## config.mk

```make
export PLATFORM = sky130hd
export DESIGN_NAME = hpc_config_regs
export DESIGN_NICKNAME = d
export VERILOG_FILES = /design/src/inc/hpc_pkg.sv /design/src/inc/hpc_strap_if.sv /design/src/design/hpc_config_regs.sv /design/src/design/hpc_strap_sync.sv
export SDC_FILE = /design/constraint.sdc
export NUM_CORES = 1
export LEC_CHECK = 0
export BUFFER_PORTS_ARGS = -buffer_cell sky130_fd_sc_hd__clkbuf_2
export CORE_MARGIN = 4
export CORE_UTILIZATION = 25
export DETAILED_ROUTE_END_ITERATION = 12
export PLACE_DENSITY_LB_ADDON = 0.25
export SYNTH_ARGS = -nofsm -noshare
export SYNTH_HDL_FRONTEND = slang
export SYNTH_HIERARCHICAL = 1
export SYNTH_SLANG_ARGS = --single-unit
```

## constraint.sdc

```tcl
create_clock -name clk_sys -period 5.2 [get_ports clk_sys]
set_clock_uncertainty 0.1 [all_clocks]
set_input_delay 1.04 -clock clk_sys [delete_from_list [all_inputs] [get_ports clk_sys]]
set_output_delay 1.04 -clock clk_sys [all_outputs]
set_load 0.01 [all_outputs]
```

## src/inc/hpc_pkg.sv

```systemverilog
// constants for the hub port configuration register slice
package hpc_pkg;
    localparam int unsigned NUM_PORTS           = 2;
    localparam logic [7:0]  OFS_CHARGE_EN       = 8'h06;
    localparam logic [7:0]  OFS_REMOVABLE       = 8'h07;
    localparam logic [7:0]  OFS_PORT_USED       = 8'h08;
    localparam logic [7:0]  OFS_PHY_TUNE        = 8'h09;
    localparam logic [7:0]  OFS_DEV_CFG2        = 8'h0a;
    // field positions
    localparam int unsigned RMV_OVERRIDE_BIT    = 7;
    localparam int unsigned CFG2_POL_BIT        = 5;
    // write masks: bits that hold storage
    localparam logic [7:0]  CHARGE_WMASK        = 8'h03;
    localparam logic [7:0]  RMV_FLAG_WMASK      = 8'h03;
    localparam logic [7:0]  RMV_HIDDEN_WMASK    = 8'h0c;
    localparam logic [7:0]  PHY_WMASK           = 8'h23;
    localparam logic [7:0]  CFG2_WMASK          = 8'h7e;
    // reset values
    localparam logic [7:0]  PORT_USED_RST       = 8'h00;
    localparam logic [7:0]  PHY_TUNE_RST        = 8'h00;
    localparam logic [7:0]  CFG2_RST            = 8'h00;
    localparam logic [7:0]  RMV_RST             = 8'h00;
endpackage : hpc_pkg

```

## src/inc/hpc_strap_if.sv

```systemverilog
// synchronised strap levels passed from the pin stage to the register slice
interface hpc_strap_if;
    logic [1:0] charge_sel;
    logic       polarity;
    modport src (output charge_sel, output polarity);
    modport dst (input  charge_sel, input  polarity);
endinterface : hpc_strap_if
```

## src/design/hpc_config_regs.sv

```systemverilog
// port configuration register slice, offsets 6h to ah
// Overview of operation
// charge enable bit 0 drives port 1, bit 1 drives port 2.
// charge enable bits load from the strap terminals when reset releases.
// in configuration mode loader or host writes update charge enables.
// charge register bits 7:2 are read-only and read zero.
// override bit 7 set makes removable status come from stored flags.
// removable flag bit n describes port n+1; 1 means removable.
// override clear makes flags read-only, reading inverted fuse non-removable field.
// removable bits 6:2 read zero; bits 3:2 still take writes.
// port-used byte is read-only; writes leave it unchanged.
// outside agent keeps reserved tuning bits at their defaults.
// config byte two: bits 7,0 read-only, bits 6:1 writable.
// config byte two bit 5 loads inverted polarity terminal at reset release.
// writes to read-only or reserved bits are dropped without error.
module hpc_config_regs
    import hpc_pkg::*;
(
    input  wire logic                 clk_sys,
    input  wire logic                 srst,
    input  wire logic [1:0]           power_charge_select_pins,
    input  wire logic                 power_enable_polarity_pin,
    input  wire logic [NUM_PORTS-1:0] otp_non_removable,
    input  wire logic                 cfg_mode_enable,
    input  wire logic                 reg_wr,
    input  wire logic                 reg_rd,
    input  wire logic [7:0]           reg_addr,
    input  wire logic [7:0]           reg_wdata,
    output logic      [7:0]           reg_rdata,
    output logic                      reg_rvalid,
    output logic      [NUM_PORTS-1:0] port_charge_enable,
    output logic      [NUM_PORTS-1:0] port_removable,
    output logic                      removable_override_enable,
    output logic                      power_enable_polarity_bit,
    output logic      [7:0]           dev_cfg2,
    output logic      [7:0]           phy_tuning
);
    typedef struct packed {
        logic       in_reset;
        logic [7:0] charge;
        logic [7:0] removable;
        logic [7:0] phy;
        logic [7:0] cfg2;
        logic [7:0] rdata;
        logic       rvalid;
    } hpc_state_s;

    hpc_state_s st_q;
    hpc_state_s st_d;
    hpc_strap_if strap ();

    hpc_strap_sync u_strap (
        .clk_sys                   (clk_sys),
        .power_charge_select_pins  (power_charge_select_pins),
        .power_enable_polarity_pin (power_enable_polarity_pin),
        .strap                     (strap.src)
    );

    function automatic logic [7:0] merge(input logic [7:0] old_v, input logic [7:0] new_v,
                                         input logic [7:0] mask);
        merge = (old_v & ~mask) | (new_v & mask);
    endfunction : merge

    logic [NUM_PORTS-1:0] removable_view;
    logic                 release_now;
    logic                 wr_ok;

    // override picks stored flags, else fuse inverse
    assign removable_view = st_q.removable[RMV_OVERRIDE_BIT] ? st_q.removable[NUM_PORTS-1:0]
                                                             : ~otp_non_removable;
    assign release_now    = st_q.in_reset & ~srst;
    assign wr_ok          = reg_wr & cfg_mode_enable;

    always_comb begin
        st_d          = st_q;
        st_d.rvalid   = 1'b0;
        // strap load is a one-edge event; a flag left high would block every write
        st_d.in_reset = 1'b0;
        if (release_now) begin
            st_d.charge[1:0]            = strap.charge_sel;
            st_d.cfg2[CFG2_POL_BIT]     = ~strap.polarity;
        end else if (wr_ok) begin
            case (reg_addr)
                OFS_CHARGE_EN: begin
                    st_d.charge = merge(st_q.charge, reg_wdata, CHARGE_WMASK);
                end
                OFS_REMOVABLE: begin
                    st_d.removable = merge(st_q.removable, reg_wdata, RMV_HIDDEN_WMASK);
                    st_d.removable[RMV_OVERRIDE_BIT] = reg_wdata[RMV_OVERRIDE_BIT];
                    // flags only take writes while override is already set
                    if (st_q.removable[RMV_OVERRIDE_BIT]) begin
                        st_d.removable[1:0] = reg_wdata[1:0];
                    end
                end
                OFS_PHY_TUNE: begin
                    st_d.phy = merge(st_q.phy, reg_wdata, PHY_WMASK);
                end
                OFS_DEV_CFG2: begin
                    st_d.cfg2 = merge(st_q.cfg2, reg_wdata, CFG2_WMASK);
                end
                default: begin
                    st_d.charge = st_q.charge;
                end
            endcase
        end
        if (reg_rd) begin
            st_d.rvalid = 1'b1;
            case (reg_addr)
                OFS_CHARGE_EN: st_d.rdata = st_q.charge & CHARGE_WMASK;
                OFS_REMOVABLE: st_d.rdata = {st_q.removable[RMV_OVERRIDE_BIT], 5'h00, removable_view};
                OFS_PORT_USED: st_d.rdata = PORT_USED_RST;
                OFS_PHY_TUNE:  st_d.rdata = st_q.phy & PHY_WMASK;
                OFS_DEV_CFG2:  st_d.rdata = st_q.cfg2 & CFG2_WMASK;
                default:       st_d.rdata = 8'h00;
            endcase
        end
        if (srst) begin
            st_d           = '0;
            st_d.in_reset  = 1'b1;
            st_d.removable = RMV_RST;
            st_d.phy       = PHY_TUNE_RST;
            st_d.cfg2      = CFG2_RST;
        end
    end

    always_ff @(posedge clk_sys) begin
        st_q <= st_d;
    end

    assign reg_rdata                 = st_q.rdata;
    assign reg_rvalid                = st_q.rvalid;
    assign port_charge_enable        = st_q.charge[NUM_PORTS-1:0];
    assign port_removable            = removable_view;
    assign removable_override_enable = st_q.removable[RMV_OVERRIDE_BIT];
    assign power_enable_polarity_bit = st_q.cfg2[CFG2_POL_BIT];
    assign dev_cfg2                  = st_q.cfg2;
    assign phy_tuning                = st_q.phy;
endmodule : hpc_config_regs

```

## src/design/hpc_strap_sync.sv

```systemverilog
// two-flop synchronisers for the strap terminals
module hpc_strap_sync
    import hpc_pkg::*;
(
    input  wire logic       clk_sys,
    input  wire logic [1:0] power_charge_select_pins,
    input  wire logic       power_enable_polarity_pin,
    hpc_strap_if.src        strap
);
    typedef struct packed {
        logic [2:0] meta;
        logic [2:0] sync;
    } hpc_sync_s;

    hpc_sync_s st_q;
    hpc_sync_s st_d;

    // no reset: the chain must carry live pin levels through reset
    always_comb begin
        st_d      = st_q;
        st_d.meta = {power_enable_polarity_pin, power_charge_select_pins};
        st_d.sync = st_q.meta;
    end

    always_ff @(posedge clk_sys) begin
        st_q <= st_d;
    end

    assign strap.charge_sel = st_q.sync[1:0];
    assign strap.polarity   = st_q.sync[2];
endmodule : hpc_strap_sync

```

==> results.tsv <==
metric	value	unit
slew margin rel.	51.2	%
total track usage	10.0	%
Num CTS Buffers	5	
post_cts resized	0	
WL final	3470	um
R2R depth	4	
final slew viol count	0	
Fin. Hold Viols	0	
crit share post-route	51.3	%
post-synthesis cell count	153	
sequential-to-total area share from yosys stat	41.3	%
Post-route DRC	0	
diodes inserted	0	
Critical Path Slowest Stage Cell	mux2i_1	
top_reg_cell synth	dfxtp_1	
area share of the largest cell type after synthesis	41.3	%
CTS tree	done	
critical-path cell list	clkbuf_2 -> mux2i_1 -> clkbuf_2	
Final Critical Period	2670	ps
DP Area	1590	sq um
number of max-cap violations	0	
hold slack	229	ps
PD cells	277	nW/um^2
worst hold start	u_strap/st_d[1]	
Final nets	209	
Ports	57	
Seq cells post-synth	30	
worst-path fanout max	2	
number of global-route vias before repair	1148	
Mapped Area	1460	sq um
status	finished clean	
largest net degree at the start of global routing	24	
area growth from synthesis to layout	15.4	%
number of flops mapped to enable cells by yosys	0	
H-tree depth	2	
Worst setup EP type	output port	
Wirelength per Cell	13.6	um
peak supply drop	0.137	mV
IO Port Bufs	49	
DRT iter0 DRCs	75	
first-pass GRT wire length	5600	um
R2R Path End	port_charge_enable[0]	
ANT nets after route	0	
initial core utilization	26.1	%
hold depth	0	
Hold Path End	u_strap/strap.charge_sel[1]	
root buffer cell	clkbuf_8	
Syn Area/Cell	9.51	sq um
DP HPWL	2770	um
critical path's most frequent cell	clkbuf_2	
reg-to-reg startpoint	st_q[41]	
Critical Path RT	4060	ps
layout filler cell count	610	
fmax	375	MHz
# setup viols final	0	
via count	1119	
Clock Pin Slew Worst Setup and Hold Paths	60	ps
TritonRoute pass-1 iters	4	
Worst Path Arrival	1530	ps
Synth warnings	6	
Sink Count	30	
die footprint	7100	sq um
WS Path Type	input pin to output port	
CP startpoint kind	input pin	
chip width	84.3	um
Distinct cells, synth	34	
top post-synthesis cells by area	dfxtp_1 (41%), buf_4 (13%), mux2i_1 (8.3%)	
CORE AREA	5570	sq um
Buf+Inv Stages, Crit Path	2	
Final Cell Area	1680	sq um
RSZ-0062 raised after global routing	false	
antenna violations before repair	0	
Core Rows	27	
Min-Delay Path Class	register to register	
Clock Latency Late Sink	270	ps
vias per cell	4.37	
Chip Height	84.3	um
cell type with the largest total area after synthesis	dfxtp_1	
setup TNS	0	ps
Crit path max-delay family	buffers and inverters	
Final GP Congestion	0.815	
Post-CTS Setup Bufs	0	
CTS max path bufs	2	
hold buffers post-CTS	0	
Least-Margin Pin Slew	725	ps
ratio of cells with drive above 1 in the final layout	33.2	%
GR Overflow Total	0	
Leak	0.672	nW
slowest cell delay on critical path	220	ps
r2r setup slk	3540	ps
ys async rst share	0	%
[state kept, by name, summed over array words and instances, names as in the netlist]
| register | count |
|---|---|
| u_strap/st_d | 3 |
| u_strap/strap.charge_sel | 2 |
| removable_override_enable | 1 |
| u_strap/strap.polarity | 1 |
| phy_tuning | 3 |
| reg_rvalid | 1 |
| st_q | 3 |
| port_charge_enable | 2 |
| reg_rdata | 8 |
| dev_cfg2 | 6 |
[routing by layer]
| metal | wire, um | vias to the layer above | track usage, % | part of all wire [%] |
|---|---|---|---|---|
| li1 | - | 571 | - | - |
| met1 | 1500 | 508 | 12.2 | 43 |
| met2 | 1720 | 35 | 16.4 | 49 |
| met3 | 211 | 5 | 3.14 | 6.1 |
| met4 | 47 | 0 | 3.95 | 1.4 |
| met5 | 0 | - | 0 | 0 |
[cell usage after synthesis, drive strengths merged (2+ instances only)]
library cell / instances
o2bb2ai: 2
nor2b: 4
and2: 2
a211oi: 2
nand4: 4
nand2b: 7
nor4: 2
nand2: 4
dfxtp: 30
a21oi: 10
mux2i: 12
buf: 27
inv: 4
nor4b: 2
nor3: 4
a222oi: 2
o31ai: 2
o21ai: 2
nor2: 11
clkbuf: 5
nand3: 5
a31o: 2
[where the power goes]
group	internal [mW]	switching (mW)	total [mW]
clock network	0.106	0.0809	0.187
logic	0.0154	0.0239	0.0393
registers	0.235	0.00328	0.238
total	0.357	0.108	0.465
[how the worst max path moves through the flow]
stage	startpoint	end	slack (ps)	depth (start not counted)
6_report	otp_non_removable[0]	port_removable[0]	2530	3
5_1_grt	otp_non_removable[1]	port_removable[1]	2490	3
4_1_cts	otp_non_removable[1]	port_removable[1]	2520	3
3_5_place_dp	reg_addr[5]	dev_cfg2[6]	2360	5
3_3_place_gp	reg_addr[5]	dev_cfg2[3]	2390	5
2_1_floorplan	reg_addr[5]	dev_cfg2[1]	2570	5
[kinds of logic (layout without fill, tap and decap cells)]
kind of cell	after synthesis	count (layout)	synth area share [%]
and+or+nand+nor	50	50	22.6
buffers and inverters	36	61	16.5
DFF	30	30	41.3
AOI/OAI and AO/OA	24	24	11.1
muxes	12	12	8.25
other	1	7	0.258
[layout by cell type, fill, tap and decap left out, types with 2 or more instances in the layout]
cell type,n
o31ai_1,2
nor3_1,2
clkbuf_2,49
nor3_2,2
a211oi_1,2
dfxtp_1,30
nand4_1,4
nand2b_1,7
and2_1,2
inv_1,4
o2bb2ai_1,2
o21ai_0,2
nand2_1,4
a222oi_1,2
nor2b_1,4
mux2i_1,12
nor2_1,11
clkbuf_8,6
nand3_1,5
a31o_1,2
conb_1,7
a21oi_1,10
[worst register-to-register path, stage by stage, from the launching register on]
cell,delay [ps]
dfxtp_1,420
nor2b_1,530
nor3_2,160
a32oi_1,240
a21oi_1,80
[per-stage QoR]
| step | instances | total power, mW | setup slack [ps] | util (%) |
|---|---|---|---|---|
| after floorplan | 159 | 0.268 | 2570 | - |
| after global placement | 248 | 0.283 | 2390 | 28.5 |
| after detailed placement | 248 | 0.283 | 2360 | 28.5 |
| after CTS | 256 | 0.473 | 2520 | 30.1 |
| after global routing | 256 | 0.484 | 2490 | 30.1 |
| final | 256 | 0.465 | 2530 | 30.1 |
[layout make-up]
cell class | instances | area, sq um | area share [%]
Clock buffer | 7 | 86.3 | 5.14
Multi-Input combinational cell | 93 | 637 | 37.9
Tap cell | 72 | 90.1 | 5.37
Timing Repair Buffer | 49 | 245 | 14.6
Sequential cell | 30 | 601 | 35.8
Inverter | 4 | 15.0 | 0.894
Clock inverter | 1 | 5.00 | 0.298
(Power assumes the default switching activity.)
